$ cat src/logic/rxc_pkg.sv
// package: register map, field positions and types for reset/exception control
// Summary of operation
// - reset key field reads 01; writing 01 is idle, anything else resets
// - control register writes need privileged mode; reads allowed always
// - override bits act only while test reset input is high
// - periph override set: peripheral violation causes no reset or abort
// - memory rights override set: rights violation ignored
// - illegal address override set: illegal address takes no action
// - only the power-up flag set after power-up; set flags survive the resulting reset
// - new reset conditions other than power-on never clear recorded flags
// - writing 0 clears a flag, writing 1 leaves it
// - power-up flag set whenever power-on reset input is active
// - clock fault flag set on clock fault, cleared at power-up or by a zero write
// - watchdog flag set when watchdog caused the reset
// - illegal mode flag set on illegal processor mode value
// - illegal address flag set on unimplemented access in non-user mode
// - illegal memory access flag set on non-user permission violation
// - peripheral illegal access flag set on user-mode violation
// - overlapping memory map sets map flag; access to overlap resets
// - software reset flag set when key write caused the reset
// - reserved bits ignore writes and read as zero
package rxc_pkg;

	localparam logic [11:0] RXC_CTRL_OFS   = 12'h000;
	localparam logic [11:0] RXC_STAT_OFS   = 12'h004;
	localparam int          RXC_KEY_HI     = 15;
	localparam int          RXC_KEY_LO     = 14;
	localparam logic [1:0]  RXC_KEY_IDLE   = 2'h1;
	localparam int          RXC_OVR_PER    = 2;
	localparam int          RXC_OVR_MEM    = 1;
	localparam int          RXC_OVR_ADR    = 0;
	localparam int          RXC_FLAG_LO    = 7;
	localparam int          RXC_FLAG_HI    = 15;
	localparam logic [1:0]  RXC_RESP_OKAY  = 2'h0;
	localparam logic [1:0]  RXC_RESP_SLV   = 2'h2;

	// flag order within the 9-bit field, bit 0 = position 7
	typedef struct packed {
		logic power_up;
		logic clock_fault;
		logic watchdog;
		logic illegal_mode;
		logic illegal_address;
		logic illegal_memory_access;
		logic periph_illegal_access;
		logic illegal_map;
		logic software_reset;
	} rxc_flags_t;

	// power-on value of the cause flags: only the power-up flag is set
	localparam rxc_flags_t  RXC_FLAGS_POR  = 9'h100;

	// fault detector inputs, one pulse or level per cycle
	typedef struct packed {
		logic clock_fault;
		logic watchdog;
		logic illegal_mode;
		logic illegal_address;
		logic memory_rights;
		logic periph_violation;
		logic map_overlap;
		logic overlap_access;
		logic user_mode;
	} rxc_fault_t;

endpackage

$ cat src/logic/rxc_ctrl.sv
// top: reset/exception control and status registers on AXI4-Lite
`timescale 1ns/100ps
module rxc_ctrl
	import rxc_pkg::*;
(
	// clock, resets
	input  wire logic        clk,
	input  wire logic        rst_n,
	input  wire logic        por_n,
	input  wire logic        test_reset,
	// fault detectors
	input  wire rxc_fault_t  fault,
	// axi4-lite write address, data and response
	input  wire logic [11:0] s_axi_awaddr,
	input  wire logic [2:0]  s_axi_awprot,
	input  wire logic        s_axi_awvalid,
	output logic             s_axi_awready,
	input  wire logic [31:0] s_axi_wdata,
	input  wire logic [3:0]  s_axi_wstrb,
	input  wire logic        s_axi_wvalid,
	output logic             s_axi_wready,
	output logic [1:0]       s_axi_bresp,
	output logic             s_axi_bvalid,
	input  wire logic        s_axi_bready,
	// axi4-lite read
	input  wire logic [11:0] s_axi_araddr,
	input  wire logic [2:0]  s_axi_arprot,
	input  wire logic        s_axi_arvalid,
	output logic             s_axi_arready,
	output logic [31:0]      s_axi_rdata,
	output logic [1:0]       s_axi_rresp,
	output logic             s_axi_rvalid,
	input  wire logic        s_axi_rready,
	// reset and abort requests, override bits
	output logic             sys_reset_req,
	output logic             abort_req,
	output logic [2:0]       override_bits
);

	typedef struct packed {
		logic        aw_held;
		logic [11:0] aw_addr;
		logic        aw_priv;
		logic        w_held;
		logic [31:0] w_data;
		logic [3:0]  w_strb;
		logic        bvalid;
		logic [1:0]  bresp;
		logic        rvalid;
		logic [31:0] rdata;
		logic [1:0]  rresp;
		logic [2:0]  ovr;
		logic        sw_pending;
		logic        reset_req;
		logic        abort;
	} rxc_state_t;

	rxc_state_t st;
	rxc_state_t next_st;
	rxc_flags_t flags;
	rxc_flags_t set_flags;
	rxc_flags_t clr_data;
	logic       clr_we;
	logic       do_write;
	logic       ovr_on;
	logic       per_hit;
	logic       mem_hit;
	logic       adr_hit;
	logic       map_hit;

	function automatic logic [31:0] read_reg(input logic [11:0] a,
		input logic [2:0] ovr, input rxc_flags_t f);
		logic [31:0] v;
		v = 32'h0;
		if (a == RXC_CTRL_OFS) begin
			v[RXC_KEY_HI:RXC_KEY_LO] = RXC_KEY_IDLE;
			v[2:0] = ovr;
		end else if (a == RXC_STAT_OFS) begin
			v[RXC_FLAG_HI:RXC_FLAG_LO] = f;
		end
		return v;
	endfunction

	function automatic logic mapped(input logic [11:0] a);
		return (a == RXC_CTRL_OFS) || (a == RXC_STAT_OFS);
	endfunction

	////////////////////////////////////////////////////////////////////
	// fault qualification

	always_comb begin
		ovr_on  = test_reset;
		per_hit = fault.periph_violation
			&& !(ovr_on && st.ovr[RXC_OVR_PER]);
		mem_hit = fault.memory_rights
			&& !(ovr_on && st.ovr[RXC_OVR_MEM]);
		adr_hit = fault.illegal_address
			&& !(ovr_on && st.ovr[RXC_OVR_ADR]);
		map_hit = fault.map_overlap && fault.overlap_access;
		set_flags = '0;
		set_flags.power_up        = !por_n;
		set_flags.clock_fault     = fault.clock_fault;
		set_flags.watchdog        = fault.watchdog;
		set_flags.illegal_mode    = fault.illegal_mode;
		set_flags.illegal_address = adr_hit && !fault.user_mode;
		set_flags.illegal_memory_access =
			mem_hit && !fault.user_mode;
		set_flags.periph_illegal_access =
			per_hit && fault.user_mode;
		set_flags.illegal_map     = fault.map_overlap;
		set_flags.software_reset  = st.sw_pending;
	end

	////////////////////////////////////////////////////////////////////
	// bus and control next state

	always_comb begin
		next_st  = st;
		do_write = st.aw_held && st.w_held && !st.bvalid;
		clr_we   = 1'b0;
		clr_data = '1;
		if (s_axi_awvalid && !st.aw_held) begin
			next_st.aw_held = 1'b1;
			next_st.aw_addr = s_axi_awaddr;
			next_st.aw_priv = s_axi_awprot[0];
		end
		if (s_axi_wvalid && !st.w_held) begin
			next_st.w_held = 1'b1;
			next_st.w_data = s_axi_wdata;
			next_st.w_strb = s_axi_wstrb;
		end
		next_st.sw_pending = 1'b0;
		if (do_write) begin
			next_st.aw_held = 1'b0;
			next_st.w_held  = 1'b0;
			next_st.bvalid  = 1'b1;
			next_st.bresp   = mapped(st.aw_addr) ? RXC_RESP_OKAY
				: RXC_RESP_SLV;
			if (st.aw_addr == RXC_CTRL_OFS && st.aw_priv) begin
				if (st.w_strb[0])
					next_st.ovr = st.w_data[2:0];
				if (st.w_strb[1] && st.w_data[RXC_KEY_HI:RXC_KEY_LO]
					!= RXC_KEY_IDLE)
					next_st.sw_pending = 1'b1;
			end
			if (st.aw_addr == RXC_STAT_OFS) begin
				clr_we = 1'b1;
				clr_data = st.w_data[RXC_FLAG_HI:RXC_FLAG_LO];
				if (!st.w_strb[0])
					clr_data.software_reset = 1'b1;
				if (!st.w_strb[1])
					clr_data[8:1] = '1;
			end
		end
		if (st.bvalid && s_axi_bready)
			next_st.bvalid = 1'b0;
		if (st.rvalid && s_axi_rready)
			next_st.rvalid = 1'b0;
		if (s_axi_arvalid && !st.rvalid) begin
			next_st.rvalid = 1'b1;
			next_st.rdata  = read_reg(s_axi_araddr, st.ovr, flags);
			next_st.rresp  = mapped(s_axi_araddr) ? RXC_RESP_OKAY
				: RXC_RESP_SLV;
		end
		next_st.reset_req = st.sw_pending || fault.watchdog
			|| fault.clock_fault || fault.illegal_mode
			|| map_hit || ((adr_hit || mem_hit) && !fault.user_mode);
		next_st.abort = (per_hit || adr_hit || mem_hit)
			&& fault.user_mode;
	end

	// bus and control state follow the system reset; cause flags do not
	always_ff @(posedge clk) begin
		if (!rst_n || !por_n) begin
			st <= '0;
		end else begin
			st <= next_st;
		end
	end

	rxc_cause_store u_store (
		.clk       (clk),
		.por_n     (por_n),
		.set_flags (set_flags),
		.clr_we    (clr_we),
		.clr_data  (clr_data),
		.flags     (flags)
	);

	always_comb begin
		s_axi_awready = !st.aw_held;
		s_axi_wready  = !st.w_held;
		s_axi_bvalid  = st.bvalid;
		s_axi_bresp   = st.bresp;
		s_axi_arready = !st.rvalid;
		s_axi_rvalid  = st.rvalid;
		s_axi_rdata   = st.rdata;
		s_axi_rresp   = st.rresp;
		sys_reset_req = st.reset_req;
		abort_req     = st.abort;
		override_bits = st.ovr;
	end

	////////////////////////////////////////////////////////////////////
	// assertions

	property p_key_reads_idle;
		@(posedge clk) disable iff (!rst_n)
		(s_axi_arvalid && !st.rvalid && s_axi_araddr == RXC_CTRL_OFS)
		|=> (s_axi_rdata[15:14] == 2'h1);
	endproperty
	a_key_reads_idle: assert property (p_key_reads_idle)
		else $error("key field not read as 01");

	property p_sw_reset;
		@(posedge clk) disable iff (!rst_n || !por_n)
		st.sw_pending |=> sys_reset_req;
	endproperty
	a_sw_reset: assert property (p_sw_reset)
		else $error("software key did not request reset");

	property p_user_no_write;
		@(posedge clk) disable iff (!rst_n)
		(do_write && !st.aw_priv) |=> $stable(st.ovr);
	endproperty
	a_user_no_write: assert property (p_user_no_write)
		else $error("user write changed control");

	property p_ovr_off;
		@(posedge clk) disable iff (!rst_n)
		(!test_reset && fault.periph_violation && fault.user_mode)
		|=> abort_req;
	endproperty
	a_ovr_off: assert property (p_ovr_off)
		else $error("override acted outside test mode");

	property p_per_ovr;
		@(posedge clk) disable iff (!rst_n)
		(test_reset && st.ovr[2] && !fault.memory_rights
		 && !fault.illegal_address) |=> !abort_req;
	endproperty
	a_per_ovr: assert property (p_per_ovr)
		else $error("overridden violation aborted");

	property p_mem_ovr;
		@(posedge clk) disable iff (!rst_n)
		(test_reset && st.ovr[1] && fault.memory_rights
		 && !fault.user_mode) |-> !set_flags.illegal_memory_access;
	endproperty
	a_mem_ovr: assert property (p_mem_ovr)
		else $error("overridden rights violation flagged");

	property p_adr_ovr;
		@(posedge clk) disable iff (!rst_n)
		(!st.ovr[0] && fault.illegal_address && !fault.user_mode)
		|=> sys_reset_req;
	endproperty
	a_adr_ovr: assert property (p_adr_ovr)
		else $error("illegal address did not reset");

	property p_por_flag;
		@(posedge clk) !por_n |=> flags.power_up;
	endproperty
	a_por_flag: assert property (p_por_flag)
		else $error("power-up flag not set");

	property p_survive;
		@(posedge clk) disable iff (!por_n)
		(!rst_n && flags.watchdog && !clr_we) |=> flags.watchdog;
	endproperty
	a_survive: assert property (p_survive)
		else $error("flag lost in system reset");

	property p_clr_flag;
		@(posedge clk) disable iff (!por_n)
		(clr_we && !clr_data.power_up && !set_flags.power_up)
		|=> !flags.power_up;
	endproperty
	a_clr_flag: assert property (p_clr_flag)
		else $error("zero write did not clear flag");

	property p_clk_fault;
		@(posedge clk) disable iff (!rst_n || !por_n)
		fault.clock_fault |=> (sys_reset_req && flags.clock_fault);
	endproperty
	a_clk_fault: assert property (p_clk_fault)
		else $error("clock fault not recorded");

	property p_wd_flag;
		@(posedge clk) disable iff (!rst_n || !por_n)
		fault.watchdog |=> (sys_reset_req && flags.watchdog);
	endproperty
	a_wd_flag: assert property (p_wd_flag)
		else $error("watchdog reset not recorded");

	property p_mode_flag;
		@(posedge clk) disable iff (!rst_n || !por_n)
		fault.illegal_mode |=> (sys_reset_req && flags.illegal_mode);
	endproperty
	a_mode_flag: assert property (p_mode_flag)
		else $error("illegal mode not recorded");

	property p_adr_flag;
		@(posedge clk) disable iff (!por_n)
		(fault.illegal_address && !fault.user_mode && !test_reset)
		|=> flags.illegal_address;
	endproperty
	a_adr_flag: assert property (p_adr_flag)
		else $error("illegal address not recorded");

	property p_acc_flag;
		@(posedge clk) disable iff (!por_n)
		(fault.memory_rights && !fault.user_mode && !test_reset)
		|=> flags.illegal_memory_access;
	endproperty
	a_acc_flag: assert property (p_acc_flag)
		else $error("rights violation not recorded");

	property p_per_flag;
		@(posedge clk) disable iff (!por_n)
		(fault.periph_violation && fault.user_mode && !test_reset)
		|=> flags.periph_illegal_access;
	endproperty
	a_per_flag: assert property (p_per_flag)
		else $error("peripheral violation not recorded");

	property p_map;
		@(posedge clk) disable iff (!rst_n || !por_n)
		(fault.map_overlap && fault.overlap_access)
		|=> (sys_reset_req && flags.illegal_map);
	endproperty
	a_map: assert property (p_map)
		else $error("overlap access did not reset");

	property p_sw_flag;
		@(posedge clk) disable iff (!por_n)
		st.sw_pending |=> flags.software_reset;
	endproperty
	a_sw_flag: assert property (p_sw_flag)
		else $error("software reset not recorded");

	c_write: cover property (@(posedge clk) do_write);
	c_read: cover property (@(posedge clk) st.rvalid && s_axi_rready);
	c_sw: cover property (@(posedge clk) st.sw_pending);
	c_abort: cover property (@(posedge clk) abort_req);

endmodule

$ cat src/logic/rxc_cause_store.sv
// sticky reset cause flags, cleared only by power-on or software zero write
`timescale 1ns/100ps
module rxc_cause_store
	import rxc_pkg::*;
(
	// clock and power-on reset
	input  wire logic       clk,
	input  wire logic       por_n,
	// set and clear strobes
	input  wire rxc_flags_t set_flags,
	input  wire logic       clr_we,
	input  wire rxc_flags_t clr_data,
	// flags
	output rxc_flags_t      flags
);

	typedef struct packed {
		rxc_flags_t f;
	} rxc_store_t;

	rxc_store_t st;
	rxc_store_t next_st;

	// set wins over a simultaneous clear so no cause is lost
	always_comb begin
		next_st = st;
		if (clr_we)
			next_st.f = st.f & clr_data;
		next_st.f = next_st.f | set_flags;
	end

	// only the power-on reset reaches this storage
	always_ff @(posedge clk) begin
		if (!por_n)
			st <= '{f: RXC_FLAGS_POR};
		else
			st <= next_st;
	end

	assign flags = st.f;

	property p_set_sticks;
		@(posedge clk) disable iff (!por_n)
		(set_flags != '0)
		|=> ((flags & $past(set_flags)) == $past(set_flags));
	endproperty
	a_set_sticks: assert property (p_set_sticks)
		else $error("set flag not recorded");

endmodule

$ cat config.mk
export PLATFORM = sky130hd
export DESIGN_NAME = rxc_ctrl
export DESIGN_NICKNAME = d
export VERILOG_FILES = /design/src/logic/rxc_pkg.sv /design/src/logic/rxc_ctrl.sv /design/src/logic/rxc_cause_store.sv
export SDC_FILE = /design/constraint.sdc
export NUM_CORES = 1
export LEC_CHECK = 0
export CAP_MARGIN = 15
export CORE_MARGIN = 3
export CORE_UTILIZATION = 45
export DETAILED_ROUTE_END_ITERATION = 10
export DONT_BUFFER_PORTS = 1
export SLEW_MARGIN = 0
export SYNTH_ARGS = -nofsm -noshare
export SYNTH_HDL_FRONTEND = slang
export SYNTH_SLANG_ARGS = --single-unit
$ cat constraint.sdc
create_clock -name clk -period 1.4 [get_ports clk]
set_input_delay 0.21 -clock clk [delete_from_list [all_inputs] [get_ports clk]]
set_output_delay 0.21 -clock clk [all_outputs]
set_load 0.05 [all_outputs]
==> Word level (Yosys, flattened, before mapping) <==
Index checks and enable logic that the tools add are counted.
{ "totals": {"ff_bits": 66, "inputBits": 84, "output_inout_bits": 46, "wordCells": 96} }
{ "classes": {"n_eq_ne": 3, "mux": 16, "bitwise_logic": 4, "n_reduce_logical": 49} }
{ "ops": {"columns": ["operator", "n"], "rows": [
  ["two-way mux 9 bit", 4],
  ["two-way mux 35 bit", 1],
  ["== test 12 x 3 -> 1 bit, second input constant", 2],
  ["zero test 12 bit", 2],
  ["logical AND 1 bit", 21],
  ["logical OR 1 bit", 11],
  ["zero test 1 bit", 10],
  ["bitwise AND 9 bit", 1],
  ["bitwise OR 9 bit", 1],
  ["two-way mux 8 bit", 1],
  ["two-way mux 7 bit", 1],
  ["two-way mux 2 bit", 3],
  ["two-way mux 1 bit", 5],
  ["OR reduction 2 bit", 2],
  ["two-way mux 3 bit", 1],
  ["AND reduction 3 bit", 1],
  ["OR reduction 3 bit", 1],
  ["inequality test 2 x 1 -> 1 bit, second input constant", 1],
  ["NOT 1 bit", 2],
  ["nonzero test 2 bit", 1]
]} }

==> Depth between registers and ports, before layout <==
Gate-level depths: netlist of the first run.
{ "depth": {"depth_word": 6, "ltp_mapped": 5, "mapped_depth_nobuf": 4} }

==> Hierarchy <==
From an unflattened synthesis of the first run, not the netlist that was laid out.
{ "unflattened": {"hier_cells": 316, "hier_area_um2": 2623.8} }
{ "modules_own_cells": {"columns": ["module", "instances", "cells_per_inst", "area_each_um2", "seq_area_each_um2"], "rows": [
  ["rxc_ctrl", 1, 280, 2297.2, 1021.0],
  ["rxc_cause_store", 1, 36, 326.6, 180.2]
]} }

==> Least setup slack after synthesis of the first run <==
Ideal clock, no wire load.
{ "synth_timing": {"path_type": "reg2reg", "start": "register st, in the netlist s_axi_rvalid", "end": "register st, in the netlist s_axi_rdata[12]", "setup_time_ns": 0.117, "arrival_time_ns": 1.465, "required_time_ns": 1.283, "path_slack_ns": -0.182, "stages_incl_launch_ff": 6, "synth_period_minus_slack_ns": 1.582, "cell_sequence": "dfxtp_1 nor2b_1 and4_1 and3_1 buf_2 a22o_1"} }
{ "synth_via": {"elab_chain_cells": 2} }
{ "synth_lines": {"columns": ["element", "line_no", "rtl"], "rows": [
  ["start, declared", "rxc_ctrl.sv:58", "rxc_state_t st;"],
  ["start signal, assigned", "rxc_ctrl.sv:177", "st <= next_st;"],
  ["zero test 1 bit", "rxc_ctrl.sv:159", "if (s_axi_arvalid && !st.rvalid) begin"],
  ["logical AND 1 bit", "rxc_ctrl.sv:159", null]
]} }
No other way between the ends.
A chain may end at the register's enable or synchronous reset.

==> Final worst setup path of the first run <==
{ "layout_timing": {"start": "register st[87] in the netlist's numbering", "end": "register u_store.st, in the netlist u_store.flags[6]"} }
{ "layout_via": {"elab_chain_cells": 6} }
{ "layout_lines": {"columns": ["element", "line_no", "rtl"], "rows": [
  ["== test 12 x 3 -> 1 bit *", "rxc_ctrl.sv:146", "if (st.aw_addr == RXC_STAT_OFS) begin"],
  ["two-way mux 9 bit", "rxc_ctrl.sv:146", null],
  ["two-way mux 9 bit", "rxc_ctrl.sv:133", "if (do_write) begin"],
  ["bitwise AND 9 bit", "rxc_cause_store.sv:28", "next_st.f = st.f & clr_data;"],
  ["two-way mux 9 bit *", "rxc_cause_store.sv:27", "if (clr_we)"],
  ["bitwise OR 9 bit *", "rxc_cause_store.sv:29", "next_st.f = next_st.f | set_flags;"],
  ["end signal, assigned", "rxc_cause_store.sv:35", "st <= '{f: RXC_FLAGS_POR};"],
  ["end signal, assigned", "rxc_cause_store.sv:37", "st <= next_st;"],
  ["end, declared", "rxc_cause_store.sv:21", "rxc_store_t st;"]
]} }
Every way passes the cells marked *; elsewhere a longest branch is shown, timed or not.

==> results of run 1 <==
==> layer usage <==
layer	up-vias	global-route usage (%)	wire length, um	part of all wire (%)
met5	-	0	0	0
met4	0	6.08	85	1.5
met3	7	7.65	510	9.3
met2	92	29.6	2660	48
met1	929	19.5	2250	41
li1	1023	-	-	-
==> final cells by class <==
class / instances / share of cell area [%]
Clock buffer: 12 / 5.41
Clock inverter: 4 / 0.737
Inverter: 8 / 0.983
Multi-Input combinational cell: 198 / 35.0
Sequential cell: 60 / 39.6
Tap cell: 70 / 2.87
Timing Repair Buffer: 53 / 15.5
==> kinds of logic after synthesis <==
| logic type | after synthesis | synth area share (%) |
|---|---|---|
| AOI/OAI and AO/OA | 72 | 18.4 |
| and+or+nand+nor | 104 | 19.4 |
| DFF | 60 | 47.2 |
| buffers and inverters | 59 | 14.8 |
| other | 1 | 0.147 |
==> power by group through the flow <==
stage / registers (mW) / logic [mW] / clock network (mW)
after floorplan: 1.83 / 0.343 / 0
after global placement: 1.83 / 0.358 / 0
after detailed placement: 1.83 / 0.362 / 0
after CTS: 1.79 / 0.410 / 1.47
after global routing: 1.80 / 0.447 / 1.54
final: 1.79 / 0.412 / 1.43
==> sequential cells by signal (all words and copies together), names as in the netlist, 3 cells and up <==
name	flops
st	29
override_bits	3
s_axi_rdata	12
u_store.flags	9
==> synth_stat cells (3+ instances only) <==
cell type | number | area (um^2)
a21boi_0 | 3 | 22.5
a21oi_1 | 33 | 165
a22o_1 | 8 | 70.1
a32oi_1 | 3 | 26.3
buf_4 | 39 | 293
clkbuf_1 | 9 | 33.8
dfxtp_1 | 60 | 1200
inv_1 | 8 | 30.0
nand2_1 | 70 | 263
nor2_1 | 11 | 41.3
nor2b_1 | 4 | 25.0
nor3_1 | 3 | 15.0
nor4_1 | 6 | 37.5
o211ai_1 | 3 | 22.5
o21ai_0 | 7 | 35.0
o31ai_1 | 6 | 45.0
==> what timing repair did <==
action | in CTS | in global routing
endpoints found under the setup margin | 6 | 13
gates resized for setup | 3 | 4
hold buffers | 19 | 1
hold endpoints to repair | 24 | 1
==> path summary, 6_finish.rpt <==
check | to | cells after the start | slack (ns)
hold reg to reg | u_store.flags[0] | 2 | 0.44
setup reg to reg | u_store.flags[6] | 5 | 0.005
hold / removal | u_store.flags[5] | 2 | 0.01
setup / recovery | u_store.flags[6] | 5 | 0.005
==> summary.txt, run 1 <==
sequential share of the synthesized area: 47.2%
Fin Clk Skew: 0.00507 ns
Initial DRT Pass Iterations: 7
slowest CP cell: dfxtp_1
Total GRT Usage: 17.5%
# setup viols final: 0
startpoint of the worst hold path: fault[6]
core area: 5300 um^2
most common cell after layout, fill and taps aside: nand2_1
DP HPWL: 4.07 mm
largest net degree at the start of global routing: 19
CP cell instances: nor4_4 > nand4_4 > buf_12 > nor4_1 > nor2_1
Worst Tran Pin Value: 0.511 ns
clock slew seen by the registers of the worst setup and hold paths: 0.07 ns
Design Power: 3.63 mW
total CTS buffers: 9
CP startpoint: st[87]
Flop pwr share: 49.4%
Via density: 5.06
Die Span X: 81.2 um
Async SR Flop Fraction: 0%
critical path peak fanout: 17
Mean Syn Cell Area: 8.60 um^2
htree depth: 3
Clock power frac: 39.2%
Inst Count DP: 369
Critical Path RT: 1.62 ns
ANT nets after route: 0
Max-cap violations: 0
Relative slew margins: 65.8%
Worst R2R Start: st[87]
top-level port count: 130
initial antenna violation count: 0
Post-CTS Setup Inserts: 0
CTS Sinks: 60
Fin Setup TNS: 0 ns
post-route design area: 3060 um^2
NumNets Final: 414
fin worst setup slack: 0.00451 ns
Net Sw Frac: 26.8%
Tcrit/Tclk final: 99.7%
Crit Path Class: reg2reg
Port Buf Inserts: 0
Util after Layout: 57.6%
slowest cell delay on critical path: 0.33 ns
overall die height: 81.2 um
Root Driver: clkbuf_8
area delta synth->final: 20.0%
Worst-Skew Late Latency: 0.33 ns
mapped cell area: 2550 um^2
Worst Path Buf+Inv: 1
Clock Path Buffers: 2
Seq. cell area: 1210 um^2
Warnings, synthesis: 0
Worst Hold Class: in2reg
initial core utilization: 48.0%
Worst setup SP type: flop
Synth cell types: 35
NetSw: 0.974 mW
Post-Place Worst Slack: -0.0180 ns
synthesis-stage register bit count: 60
Placed Area: 2640 um^2
Post-Layout Cell Count: 405
TritonCTS clock tree: done
leakage: 1.25 nW
unrepaired setup endpoints after global routing: yes
min cycle time layout: 1.40 ns
vias: 2,051
Post-route DRC: 0
# rows: 26
outcome: completed
grt total ovfl: 0
RePlAce Congestion: 0.716
layout cells sized above 1: 18.2%
pwr/cell area: 1190 nW/um^2
via count of the first global-routing pass: 1,906
Die ar.: 6600 um^2
CP Capture Type: flop
Logic pwr share: 11.3%
Cells after Synth: 296
Hold Vio Cnt, Final: 0
WL final: 5.51 mm
CP top delay family: simple AND/OR/NAND/NOR gates
fmax: 0.717 GHz
Max rail drop VDD: 652 uV
CP arrival: 1.62 ns
ys flop type: dfxtp_1
first-pass GRT wire length: 8.74 mm
final hold slack: 0.0121 ns
most frequent cells in the layout: nand2_1, dfxtp_1, a21oi_1, buf_4, conb_1
Slew Viols, Final: 0
multi-input logic area: 1070 um^2
Antenna Cells: 0
Pint: 2.66 mW
filler cell count: 501
drt wl/cell: 13.6 um
number of synthesized flops with an enable pin: 0
drt initial violations: 64
No activity file was read; power rests on OpenSTA's default activity.
==> run 2: changes to the inputs <==
--- a/config.mk
+++ b/config.mk
@@ -5,9 +5,9 @@
 export SDC_FILE = /design/constraint.sdc
 export NUM_CORES = 1
 export LEC_CHECK = 0
-export CAP_MARGIN = 15
+export CAP_MARGIN = 20
 export CORE_MARGIN = 3
-export CORE_UTILIZATION = 45
+export CORE_UTILIZATION = 40
 export DETAILED_ROUTE_END_ITERATION = 10
 export DONT_BUFFER_PORTS = 1
 export SLEW_MARGIN = 0
==> run 2 against run 1 <==
Compared with the run above:
- the run now ends with negative hold slack, negative setup slack left
- core utilization fell by 4.4 points
- highest routed layer unchanged
- die area rose by 12%
- final cell count rose by 4.2%
- global-route usage fell by 1.3 points
- setup slack got worse by 0.092 ns
==> summary.txt, run 2 (synthesized netlist as in run 1, its figures left out) <==
Crit Path Class: reg2reg
most frequent cells in the layout: nand2_1, dfxtp_1, buf_4, a21oi_1, dlygate4sd3_1
Worst Path Buf+Inv: 2
top register by number of flip-flops: st
htree depth: 3
startpoint of the worst hold path: fault[8]
Slew Viols, Final: 0
layout cells sized above 1: 19.9%
initial core utilization: 42.3%
unrepaired setup endpoints after global routing: yes
Worst R2R Start: st[92]
Via density: 4.91
Hold Vio Cnt, Final: 1
Fin Setup TNS: -0.558 ns
Die ar.: 7360 um^2
Port Buf Inserts: 0
outcome: finished, violations left
WL final: 6.00 mm
top-level port count: 130
# setup viols final: 12
CP startpoint: st[92]
Worst Hold Class: in2reg
CP Capture Type: flop
filler cell count: 583
first-pass GRT wire length: 9.21 mm
max reg flops: 29
fmax: 0.672 GHz
Pint: 2.68 mW
# rows: 28
grt total ovfl: 0
core area: 6030 um^2
drt initial violations: 101
Antenna Cells: 0
Max-cap violations: 0
Die Span X: 85.8 um
Net Sw Frac: 26.8%
failing checks: negative hold slack, negative setup slack
drt wl/cell: 14.2 um
Tcrit/Tclk final: 106%
pwr/cell area: 1140 nW/um^2
Worst-Skew Late Latency: 0.33 ns
min cycle time layout: 1.49 ns
CP arrival: 1.72 ns
initial antenna violation count: 0
slowest cell delay on critical path: 0.34 ns
final hold slack: -0.00432 ns
Worst Tran Pin Value: 0.536 ns
fin worst setup slack: -0.0870 ns
vias: 2,074
Critical Path RT: 1.63 ns
DP HPWL: 4.13 mm
CP cell instances: nor4_4 > buf_4 > nand4_4 > buf_4 > a2111oi_2
Logic pwr share: 12.3%
Initial DRT Pass Iterations: 4
CP most frequent cell: buf_4
Design Power: 3.66 mW
NetSw: 0.980 mW
Relative slew margins: 64.1%
Max rail drop VDD: 750 uV
Worst setup SP type: flop
Fin Clk Skew: 0.00724 ns
ANT nets after route: 0
clock slew seen by the registers of the worst setup and hold paths: 0.07 ns
Util after Layout: 53.2%
Total GRT Usage: 16.1%
largest net degree at the start of global routing: 33
CTS Sinks: 60
leakage: 1.28 nW
most common cell after layout, fill and taps aside: nand2_1
via count of the first global-routing pass: 1,962
Flop pwr share: 49.1%
FF-to-FF setup slack: -0.09 ns
NumNets Final: 426
critical path peak fanout: 7
CP top delay family: simple AND/OR/NAND/NOR gates
total CTS buffers: 9
Root Driver: clkbuf_8
Clock power frac: 38.7%
slowest CP cell: dfxtp_2
overall die height: 85.8 um
RePlAce Congestion: 0.746
TritonCTS clock tree: done
Clock Path Buffers: 2
area delta synth->final: 25.9%
Post-route DRC: 0
run 2: per-layer routing:
layer	GRT usage, %	vias to the layer above	share of wire (%)
li1	-	1051	-
met1	19.3	929	44
met2	26.5	89	47
met3	6.53	5	8.5
met4	5.18	0	0.87
met5	0	-	0
run 2: worst paths after layout:
check                     end  depth (start not counted)
max              set_flags[0]                          5
min          u_store.flags[7]                          2
max reg2reg      set_flags[0]                          5
min reg2reg            st[81]                          2
run 2: through the flow:
step | hold WS [ns] | cell area, um^2 | instances | setup WS (ns)
2_1_floorplan | 0.340 | 2630 | 317 | -0.000960
3_3_place_gp | 0.276 | 2630 | 373 | -0.0628
3_5_place_dp | 0.278 | 2630 | 373 | -0.0724
4_1_cts | 0.000938 | 3140 | 420 | -0.0764
5_1_grt | 0.00303 | 3210 | 422 | -0.174
6_report | -0.00432 | 3210 | 422 | -0.0870
run 2: final cells by class:
cell class	count	area (um^2)	share of cell area (%)
inverters	8	30.0	0.936
multi-input cells	199	1120	34.9
clock buffers	12	165	5.15
flip-flops and latches	60	1210	37.7
well taps	75	93.8	2.93
repair buffers	64	566	17.6
clock inverters	4	22.5	0.702
run 2: power by group through the flow:
stage / sequential [mW] / clock, mW / combinational, mW
global placement: 1.83 / 0 / 0.352
finish: 1.80 / 1.42 / 0.449
floorplan: 1.83 / 0 / 0.343
detailed placement: 1.83 / 0 / 0.357
global route: 1.80 / 1.54 / 0.484
CTS: 1.79 / 1.46 / 0.440
run 2: repair_timing:
action	4_1_cts	5_1_grt
setup buffers	2	1
endpoints found under the setup margin	12	14
gates cloned	1	0
resized for setup	5	8
hold buffers	28	1
endpoints found under the hold margin	28	2
pin swaps	9	10
run 2: worst register-to-register path: cells and delay by family (launching register included):
family                 cells  cell delay, ns
AOI/OAI and AO/OA          1            0.18
buffers and inverters      2            0.36
DFF                        1            0.34
and+or+nand+nor            2            0.51
